`src/hw/gpmc_pkg.sv`:
```
// constants and types of the gauge power-mode controller
package gpmc_pkg;

	// clock and time base
	localparam int CLK_PERIOD_NS = 40;
	localparam int TIME_BASE_NS = 1000000;
	localparam int TICK_CYCLES = TIME_BASE_NS / CLK_PERIOD_NS;
	localparam int TICK_CNT_W = 15;

	// bus-idle sleep time and conversion period, in ms ticks
	localparam int SLEEP_TIME_MS = 2000;
	localparam int SLEEP_TICKS = SLEEP_TIME_MS * 1000000 / TIME_BASE_NS;
	localparam int CONV_PERIOD_MS = 440;
	localparam int CONV_TICKS = CONV_PERIOD_MS * 1000000 / TIME_BASE_NS;
	localparam int IDLE_CNT_W = 12;
	localparam int CONV_CNT_W = 9;

	// raw front-end and result widths
	localparam int RAW_W = 16;
	localparam int RES_W = 11;
	localparam logic signed [RAW_W-1:0] RES_MAX = 16'sh03ff;
	localparam logic signed [RAW_W-1:0] RES_MIN = -16'sh0400;

	// reset values of the result registers
	localparam logic [RES_W-1:0] VOLT_RESET = 11'h000;
	localparam logic [RES_W-1:0] TEMP_RESET = 11'h000;

	// sleep cause codes
	localparam logic [1:0] CAUSE_NONE = 2'h0;
	localparam logic [1:0] CAUSE_BUS_LOW = 2'h1;
	localparam logic [1:0] CAUSE_UV = 2'h2;

	// power modes
	typedef enum logic [1:0] {
		GPMC_ACTIVE,
		GPMC_SLEEP_BUS_LOW,
		GPMC_SLEEP_UV
	} gpmc_mode_e;

endpackage

```
`src/hw/gpmc_top.sv`:
```
// power-mode controller with bus-idle sleep and conversion schedule
`timescale 1ns/100ps
// Notes on behaviour
// - power-up enters ACTIVE, measuring continuously
// - SLEEP stops measuring, keeps all results
// - bus-low enable: both lines low 2s sleeps
// - bus-low sleep recognised within 2.2 seconds
// - bus-low sleep wakes when either line high
// - undervoltage enable: low cell plus steady bus
// - undervoltage sleep wakes on any line change
// - uv sleep entered high accepts START directly
// - undriven bus keeps device asleep, no measuring
// - voltage result every 440ms, two's complement
// - out-of-range results clamp to max or min
// - temperature result every 440ms, two's complement
module gpmc_top
	import gpmc_pkg::*;
#(
	parameter int TICK_DIV = gpmc_pkg::TICK_CYCLES
) (
	// clock and reset
	input wire logic clock_i,
	input wire logic srst_i,
	// two-wire bus pins
	input wire logic scl_i,
	input wire logic sda_i,
	output logic sda_o,
	output logic sda_oe_o,
	// sleep enables and undervoltage comparator
	input wire logic bus_low_sleep_enable_i,
	input wire logic undervoltage_sleep_enable_i,
	input wire logic cell_below_uv_i,
	// conversion front end
	output logic conv_start_o,
	input wire logic conv_done_i,
	input wire logic signed [gpmc_pkg::RAW_W-1:0] volt_raw_i,
	input wire logic signed [gpmc_pkg::RAW_W-1:0] temp_raw_i,
	// results and status
	output logic [gpmc_pkg::RES_W-1:0] voltage_o,
	output logic [gpmc_pkg::RES_W-1:0] temperature_o,
	output logic result_update_o,
	output logic active_o,
	output logic [1:0] sleep_cause_o,
	output logic start_ready_o
);
	import gpmc_pkg::*;

	// clamp a raw code into the result width
	function automatic logic [RES_W-1:0] clamp_res(
		input logic signed [RAW_W-1:0] raw
	);
		logic signed [RAW_W-1:0] lim;
		lim = raw;
		if (raw > RES_MAX)
			lim = RES_MAX;
		else if (raw < RES_MIN)
			lim = RES_MIN;
		return lim[RES_W-1:0];
	endfunction

	logic scl_s;
	logic sda_s;
	logic uv_s;

	// bus pins and comparator cross into the clock domain
	gpmc_sync #(.RESET_VAL(1'b1)) u_sync_scl (
		.clock_i(clock_i),
		.srst_i(srst_i),
		.async_i(scl_i),
		.sync_o(scl_s)
	);
	gpmc_sync #(.RESET_VAL(1'b1)) u_sync_sda (
		.clock_i(clock_i),
		.srst_i(srst_i),
		.async_i(sda_i),
		.sync_o(sda_s)
	);
	gpmc_sync #(.RESET_VAL(1'b0)) u_sync_uv (
		.clock_i(clock_i),
		.srst_i(srst_i),
		.async_i(cell_below_uv_i),
		.sync_o(uv_s)
	);

	gpmc_mode_e mode_q;
	gpmc_mode_e mode_d;
	logic scl_prev_q;
	logic scl_prev_d;
	logic sda_prev_q;
	logic sda_prev_d;
	logic entry_high_q;
	logic entry_high_d;
	logic [TICK_CNT_W-1:0] div_q;
	logic [TICK_CNT_W-1:0] div_d;
	logic tick;
	logic [IDLE_CNT_W-1:0] idle_q;
	logic [IDLE_CNT_W-1:0] idle_d;
	logic [CONV_CNT_W-1:0] conv_cnt_q;
	logic [CONV_CNT_W-1:0] conv_cnt_d;
	logic conv_start_q;
	logic conv_start_d;
	logic [RES_W-1:0] volt_q;
	logic [RES_W-1:0] volt_d;
	logic [RES_W-1:0] temp_q;
	logic [RES_W-1:0] temp_d;
	logic update_q;
	logic update_d;
	logic active_q;
	logic active_d;
	logic [1:0] cause_q;
	logic [1:0] cause_d;
	logic ready_q;
	logic ready_d;
	logic bus_change;
	logic bus_low;
	logic idle_done;

	// line activity and idle conditions
	always_comb
	begin
		bus_change = (scl_s != scl_prev_q) || (sda_s != sda_prev_q);
		bus_low = !scl_s && !sda_s;
		idle_done = (idle_q >= IDLE_CNT_W'(SLEEP_TICKS));
	end

	// internal time base, one tick per ms, gated off in sleep
	always_comb
	begin
		div_d = div_q;
		tick = 1'b0;
		if (mode_q != GPMC_ACTIVE)
			div_d = '0;
		else if (div_q == TICK_CNT_W'(TICK_DIV - 1))
		begin
			div_d = '0;
			tick = 1'b1;
		end
		else
			div_d = div_q + 1'b1;
	end

	// power mode sequencing
	always_comb
	begin
		mode_d = mode_q;
		entry_high_d = entry_high_q;
		scl_prev_d = scl_s;
		sda_prev_d = sda_s;
		case (mode_q)
			GPMC_ACTIVE:
			begin
				if (bus_low_sleep_enable_i && bus_low && idle_done)
					mode_d = GPMC_SLEEP_BUS_LOW;
				else if (undervoltage_sleep_enable_i && uv_s && idle_done)
				begin
					mode_d = GPMC_SLEEP_UV;
					entry_high_d = scl_s && sda_s;
				end
			end
			GPMC_SLEEP_BUS_LOW:
			begin
				// a bus nobody drives leaves the device asleep
				if (scl_s || sda_s)
					mode_d = GPMC_ACTIVE;
			end
			GPMC_SLEEP_UV:
			begin
				if (bus_change)
					mode_d = GPMC_ACTIVE;
			end
			default:
				mode_d = GPMC_ACTIVE;
		endcase
	end

	// bus-idle timer, restarted by any line change
	always_comb
	begin
		idle_d = idle_q;
		if (mode_q != GPMC_ACTIVE || bus_change)
			idle_d = '0;
		else if (tick && !idle_done)
			idle_d = idle_q + 1'b1;
	end

	// conversion schedule and result capture
	always_comb
	begin
		conv_cnt_d = conv_cnt_q;
		conv_start_d = 1'b0;
		volt_d = volt_q;
		temp_d = temp_q;
		update_d = 1'b0;
		if (mode_q != GPMC_ACTIVE)
			conv_cnt_d = '0;
		else
		begin
			if (tick)
			begin
				if (conv_cnt_q == CONV_CNT_W'(CONV_TICKS - 1))
				begin
					conv_cnt_d = '0;
					// no request on the cycle that enters sleep
					conv_start_d = active_d;
				end
				else
					conv_cnt_d = conv_cnt_q + 1'b1;
			end
			if (conv_done_i)
			begin
				volt_d = clamp_res(volt_raw_i);
				temp_d = clamp_res(temp_raw_i);
				update_d = 1'b1;
			end
		end
	end

	// status seen outside
	always_comb
	begin
		active_d = (mode_d == GPMC_ACTIVE);
		cause_d = CAUSE_NONE;
		if (mode_d == GPMC_SLEEP_BUS_LOW)
			cause_d = CAUSE_BUS_LOW;
		else if (mode_d == GPMC_SLEEP_UV)
			cause_d = CAUSE_UV;
		// a START is only seen once the bus stands high
		ready_d = active_d
			|| (mode_d == GPMC_SLEEP_UV && entry_high_d);
	end

	// register all state
	always_ff @(posedge clock_i)
	begin
		if (srst_i)
		begin
			mode_q <= GPMC_ACTIVE;
			scl_prev_q <= 1'b1;
			sda_prev_q <= 1'b1;
			entry_high_q <= 1'b0;
			div_q <= '0;
			idle_q <= '0;
			conv_cnt_q <= '0;
			conv_start_q <= 1'b0;
			volt_q <= VOLT_RESET;
			temp_q <= TEMP_RESET;
			update_q <= 1'b0;
			active_q <= 1'b1;
			cause_q <= CAUSE_NONE;
			ready_q <= 1'b1;
		end
		else
		begin
			mode_q <= mode_d;
			scl_prev_q <= scl_prev_d;
			sda_prev_q <= sda_prev_d;
			entry_high_q <= entry_high_d;
			div_q <= div_d;
			idle_q <= idle_d;
			conv_cnt_q <= conv_cnt_d;
			conv_start_q <= conv_start_d;
			volt_q <= volt_d;
			temp_q <= temp_d;
			update_q <= update_d;
			active_q <= active_d;
			cause_q <= cause_d;
			ready_q <= ready_d;
		end
	end

	// outputs straight from flops; sda is never driven here
	assign sda_o = 1'b0;
	assign sda_oe_o = 1'b0;
	assign conv_start_o = conv_start_q;
	assign voltage_o = volt_q;
	assign temperature_o = temp_q;
	assign result_update_o = update_q;
	assign active_o = active_q;
	assign sleep_cause_o = cause_q;
	assign start_ready_o = ready_q;

endmodule

```
`src/hw/gpmc_sync.sv`:
```
// two-flop synchroniser for one asynchronous level
`timescale 1ns/100ps
module gpmc_sync #(
	parameter logic RESET_VAL = 1'b0
) (
	// clock and reset
	input wire logic clock_i,
	input wire logic srst_i,
	// level in and out
	input wire logic async_i,
	output logic sync_o
);

	logic meta_q;
	logic meta_d;
	logic sync_q;
	logic sync_d;

	// first flop feeds only the second
	always_comb
	begin
		meta_d = async_i;
		sync_d = meta_q;
	end

	// register both stages
	always_ff @(posedge clock_i)
	begin
		if (srst_i)
		begin
			meta_q <= RESET_VAL;
			sync_q <= RESET_VAL;
		end
		else
		begin
			meta_q <= meta_d;
			sync_q <= sync_d;
		end
	end

	assign sync_o = sync_q;

endmodule

```
`config.mk`:
```
export PLATFORM = sky130hd
export DESIGN_NAME = gpmc_top
export DESIGN_NICKNAME = d
export VERILOG_FILES = /design/src/hw/gpmc_pkg.sv /design/src/hw/gpmc_top.sv /design/src/hw/gpmc_sync.sv
export SDC_FILE = /design/constraint.sdc
export NUM_CORES = 1
export LEC_CHECK = 0
export BUFFER_PORTS_ARGS = -buffer_cell sky130_fd_sc_hd__buf_2
export CAP_MARGIN = 10
export CELL_PAD_IN_SITES_DETAIL_PLACEMENT = 0
export CELL_PAD_IN_SITES_GLOBAL_PLACEMENT = 1
export CORE_ASPECT_RATIO = 2
export CORE_MARGIN = 2
export CORE_UTILIZATION = 43
export DETAILED_ROUTE_END_ITERATION = 7
export PLACE_DENSITY_LB_ADDON = 0.1
export RECOVER_POWER = 25
export SYNTH_ARGS = -nofsm -noshare
export SYNTH_HDL_FRONTEND = slang
export SYNTH_HIERARCHICAL = 1
export SYNTH_SLANG_ARGS = --single-unit
```
`constraint.sdc`:
```
create_clock -name clock_i -period 4.47 [get_ports clock_i]
set_input_delay 0.2235 -clock clock_i [delete_from_list [all_inputs] [get_ports clock_i]]
set_output_delay 0.2235 -clock clock_i [all_outputs]
set_load 0.005 [all_outputs]
```
==> run metrics, run 1 <==
status finished clean; Seq/Total Area, Yosys 47.23%; Critical Path RT 4720 ps; Initial Util 44.08%; # nets final 484; max_cap viols 0; Final Max Slew Viols 0; most frequent cells in the layout dfxtp_1, buf_2, nor2_1, nand2_1, o21ai_0; Switch Pwr 317.1 uW; IO Port Bufs 67; worst-path fanout max 23; minimum clock period 2381 ps; final setup fails 0; Seq pwr share 46.4%; Clock Tree Buf Depth 2; row count 44; Clock power frac 48.6%; relative slew slack 35.92%; Area growth syn-to-layout 22.16%; synthesized cell area 3179 um2; Initial DRC Count 185; Setup Buffers After CTS 0; Ports 70; Ys Warns 6; commonest non-fill, non-tap cell in the layout dfxtp_1; Wirelength per Cell 13.26 um; combinational power share 5.1%; Die Ht 125.6 um; FF+latch count, synth 75; CTS Buf Count 9; largest net degree at the start of global routing 24; detailed placer's ending HPWL 5439 um; clk root buf clkbuf_16; Syn Area/Cell 8.547 um2; detailed-route DRC error count 0; Tightest Pin Transition 937.0 ps; setup TNS 0 ps; RSZ-0062 raised after global routing no; global route overflow 0; prevailing post-synth register cell dfxtp_1; TritonCTS clock tree built; Vias 2821; pwr/cell area 385.7 nW/um2; Via-to-Cell Ratio 5.253; CTS clk-pin slew, worst paths 60 ps; Die ar. 8139 um2; CP Launch Type register; n_diodes 0; routed wire length 7120 um; Int Pwr 1181 uW; Setup crit end kind register; Final ANT Viol Nets 0; vias in the first global route 2768; core area 7212 um2; asr flop ratio synth 0%; Post-CTS Hold Buffers 0; hold crit path type input port to register; Post-synth EDFFs 0; reg-to-reg slack, setup 2090 ps; PostCTS Resize Cnt 0; Unique masters post-synth 51; Leakage Power 0.001512 uW; Final Hold Viols 0; VDD IR max 0.2484 mV; first-pass GRT wire length 12320 um; f_max 419.9 MHz; Power Total 1498 uW; 1st-pass router iterations 4; Die X-Extent 64.80 um; Clock Latency Late Sink 330 ps; period utilization 53.27%; Sw Share 21.17%; Cells after Synth 372; fillers 717; Final GP Congestion 0.7972; H-tree depth 3; WS Path Type register to register; skew final 5.518 ps; share of cells above drive strength 1 18.65%; antenna violations before repair 0; Total GRT Usage 19.15%; WP data arrival 2630 ps; clk sink count 75
==> area by class of cell <==
type | instances | area (um2) | share of cell area [%]
multi-input cells | 277 | 1593 | 41.01
flip-flops and latches | 75 | 1501 | 38.66
repair buffers | 70 | 342.8 | 8.827
clock buffers | 12 | 256.5 | 6.604
well taps | 92 | 115.1 | 2.964
clock inverters | 4 | 48.80 | 1.256
inverters | 7 | 26.28 | 0.6765
==> worst max-delay path: stages (launching register included) <==
cell and delay, ps:
dfxtp_1 340, or4bb_1 570, or4_4 700, or4_1 540, a21oi_1 160
==> logic make-up (layout without fill, tap and decap cells) <==
logic type | count (synthesis) | in the layout | share of synthesized area (%)
and+or+nand+nor | 173 | 173 | 28.06
muxes | 1 | 1 | 0.3148
adders and majority gates | 4 | 4 | 1.574
AOI/OAI and AO/OA | 81 | 81 | 15.31
xor gates and xnor gates | 16 | 16 | 4.408
buffers and inverters | 21 | 93 | 2.991
DFF | 75 | 75 | 47.23
other | 1 | 2 | 0.1180
==> power by group through the flow <==
stage / clock network, uW / registers, uW / logic (uW)
after floorplan: 0 / 710 / 36.4
after global placement: 0 / 709 / 78.0
after global routing: 770 / 697 / 87.3
after CTS: 747 / 695 / 78.6
final: 727 / 695 / 75.7
after detailed placement: 0 / 709 / 78.4
==> flip-flops by register name (all words and copies together), names as in the netlist <==
name,flops
active_o,1
conv_cnt_q,9
conv_start_o,1
div_q,15
entry_high_q,1
idle_q,12
mode_q,2
result_update_o,1
scl_prev_q,1
sda_prev_q,1
sleep_cause_o,2
start_ready_o,1
temperature_o,11
u_sync_scl/meta_q,1
u_sync_scl/sync_o,1
u_sync_sda/meta_q,1
u_sync_sda/sync_o,1
u_sync_uv/meta_q,1
u_sync_uv/sync_o,1
voltage_o,11
==> layer usage <==
metal	track usage, %	part of all wire, %	vias up
li1	-	-	1455
met1	20.30	39	1289
met2	33.54	54	62
met3	5.396	4.3	15
met4	9.762	2.9	0
met5	0	0	-
==> per-stage QoR <==
step,instance area (um2),utilization [%],setup slack [ps],cells,hold WS [ps]
final,3884,53.85,2089,537,74.57
after global routing,3884,53.85,2020,537,72.99
after CTS,3899,54.06,2089,537,65.58
after floorplan,3183,-,2258,373,295.1
after global placement,3593,49.83,2154,521,388.0
after detailed placement,3593,49.83,2101,521,390.6
==> final timing paths <==
path	startpoint	endpoint	cells past startpoint
setup reg to reg	div_q[4]	idle_q[3]	4
hold / removal	sda_i	u_sync_sda/meta_q	2
hold reg to reg	u_sync_scl/meta_q	u_sync_scl/sync_o	1
setup / recovery	div_q[4]	idle_q[3]	4
==> Yosys cell counts, types with 7 or more instances <==
library cell  instances  area [um2]
dfxtp_1              75        1501
nor2_1               43       161.4
nand2_1              42       157.7
o21ai_0              31       155.2
a21oi_1              22       110.1
nand3_1              21       105.1
clkbuf_1             10       37.54
xor2_1               10       87.58
o31ai_1               8       60.06
inv_1                 7       26.28
nand4_1               7       43.79
or3_1                 7       43.79
or4_1                 7       52.55
Power figures use the tool's default switching activity.
==> run 2: changes to the inputs <==
- CORE_UTILIZATION: 43 -> 36
- clock period: 4.47 -> 2 ns (I/O delays scaled with it)
==> run metrics, run 2 (synthesis gave the netlist of run 1 again) <==
status finished with violations; failing checks negative setup slack; detailed-route DRC error count 0 (unchanged); Min Hold Slack 21.91 ps (-52.66 ps); 1st-pass router iterations 4 (unchanged); WS Path Type register to register; Via-to-Cell Ratio 5.192 (-1.2%); RSZ-0062 raised after global routing yes; crit path from div_q[10]; Vias 3058 (+8.4%); share of cells above drive strength 1 32.11% (+13 points); Final Max Slew Viols 0 (unchanged); pwr/cell area 729.2 nW/um2 (+89%); detailed placer's ending HPWL 6110 um (+12%); CP Launch Type register; first-pass GRT wire length 14150 um (+15%); Clock Latency Late Sink 330 ps (about the same); antenna violations before repair 0 (unchanged); VDD IR max 0.4909 mV (+98%); Worst Hold Launch volt_raw_i[2]; largest net degree at the start of global routing 21 (-13%); commonest non-fill, non-tap cell in the layout dfxtp_1; post-route setup slack -227.5 ps (-2316 ps); Critical Path RT 2260 ps (-2460 ps); Total GRT Usage 18.67% (-0.48 points); Tightest Pin Transition 759.8 ps (-177.2 ps); Final ANT Viol Nets 0 (unchanged); Clock Tree Buf Depth 2 (unchanged); top flop regs div_q x15, idle_q x12; n_diodes 0 (unchanged); RR Startpoint div_q[10]; most frequent cells in the layout dfxtp_1, buf_2, nor2_1, nand2_1, buf_4; Wirelength per Cell 14.63 um (+10%); Area growth syn-to-layout 39.04%; clk root buf clkbuf_16; Die Ht 136.9 um (+9.0%); global route overflow 0 (unchanged); Final GP Congestion 0.7623 (-4.4%); Reg with most FFs div_q; placed cell count 563 (+8.1%); relative slew slack 49.35% (+13 points); CTS clk-pin slew, worst paths 60 ps (about the same); worst-path fanout max 7 (-70%); minimum clock period 2228 ps (-153.8 ps); Ports 70 (unchanged); Die X-Extent 70.45 um (+8.7%); clk sink count 75 (unchanged); Leakage Power 0.001785 uW (+18%); Initial Util 37.02% (-7.1 points); CTS Buf Count 9 (unchanged); hold crit path type input port to register; f_max 448.9 MHz (+6.9%); Die ar. 9645 um2 (+19%); routed wire length 8619 um (+21%); TritonCTS clock tree built; number of flip-flops in the largest register 15 (unchanged); Initial DRC Count 141 (-24%); IO Port Bufs 67 (unchanged); # nets final 530 (+9.5%); row count 48 (+9.1%); vias in the first global route 3025 (+9.3%); fillers 870 (+21%); max_cap viols 0 (unchanged); WP data arrival 2480 ps (-150 ps); fin cells 589 (+9.7%); H-tree depth 3 (unchanged); Final Hold Viols 0 (unchanged); period utilization 111.4% (+58 points); skew final 6.197 ps (+0.6789 ps); Setup crit end kind register; core area 8588 um2 (+19%); final setup fails 13 (+13); dpl ws -295.2 ps (-2396 ps)
-- run 2: cell types whose count changed in the layout (fill, tap and decap cells not counted), moves of 4 or more --
cell      change
buf_4        +32
buf_6         +8
clkbuf_1      -5
or4_4         +5
a21oi_1       -4
a21oi_2       +4
buf_2         +4
or4_1         -4
-- run 2: critical path: stages, from the launching register on --
cell     delay [ps]
dfxtp_1         310
or4_4           570
or4_4           640
or4_4           520
a21oi_2         130
-- run 2: final cells by class --
cell class | instances | area (um2) | area share (%)
Sequential cell | 75 | 1505 | 34.05
Multi-Input combinational cell | 278 | 1743 | 39.43
Tap cell | 100 | 125.1 | 2.830
Clock inverter | 3 | 15.01 | 0.3397
Inverter | 7 | 26.28 | 0.5944
Clock buffer | 11 | 252.7 | 5.718
Timing Repair Buffer | 115 | 753.2 | 17.04
-- run 2: path summary, 6_finish.rpt --
| check | to | slack, ps | depth (start not counted) |
|---|---|---|---|
| worst min register to register | u_sync_scl/sync_o | 400 | 1 |
| worst min-delay path | voltage_o[2] | 20 | 3 |
| worst max-delay path | idle_q[5] | -230 | 4 |
| worst max register to register | idle_q[5] | -230 | 4 |
-- run 2: layer usage --
metal / up-vias / routed length [um] / share of wire (%) / track usage, %
met5: - / 0 / 0 / 0
met4: 0 / 259 / 3.0 / 8.974
met3: 19 / 298 / 3.5 / 3.314
met2: 68 / 4966 / 58 / 36.06
met1: 1413 / 3095 / 36 / 18.72
li1: 1558 / - / - / -
-- run 2: metrics by stage --
stage | total power (uW) | area, um2 | setup TNS, ps | utilization [%]
finish | 3224 | 4420 | -2028 | 51.47
global route | 3363 | 4420 | -2973 | 51.47
CTS | 3258 | 4317 | -2173 | 50.26
detailed placement | 1779 | 3872 | -2919 | 45.09
global placement | 1776 | 3872 | -2537 | 45.09
floorplan | 1667 | 3188 | -1543 | -
-- run 2: what timing repair did --
action                                  in CTS  in global routing
cloned                                       2                  1
hold buffers                                 3                  0
hold endpoints to repair                     3                  0
endpoints found under the setup margin      29                 35
setup buffers                                5                  4
pin swaps                                   19                 12
gates resized for setup                     23                 20
-- run 2: report_power, final --
part / switching, uW / total (uW) / internal [uW]
Combinational: 107 / 209 / 102
Sequential: 18.1 / 1550 / 1530
Clock: 578 / 1460 / 886
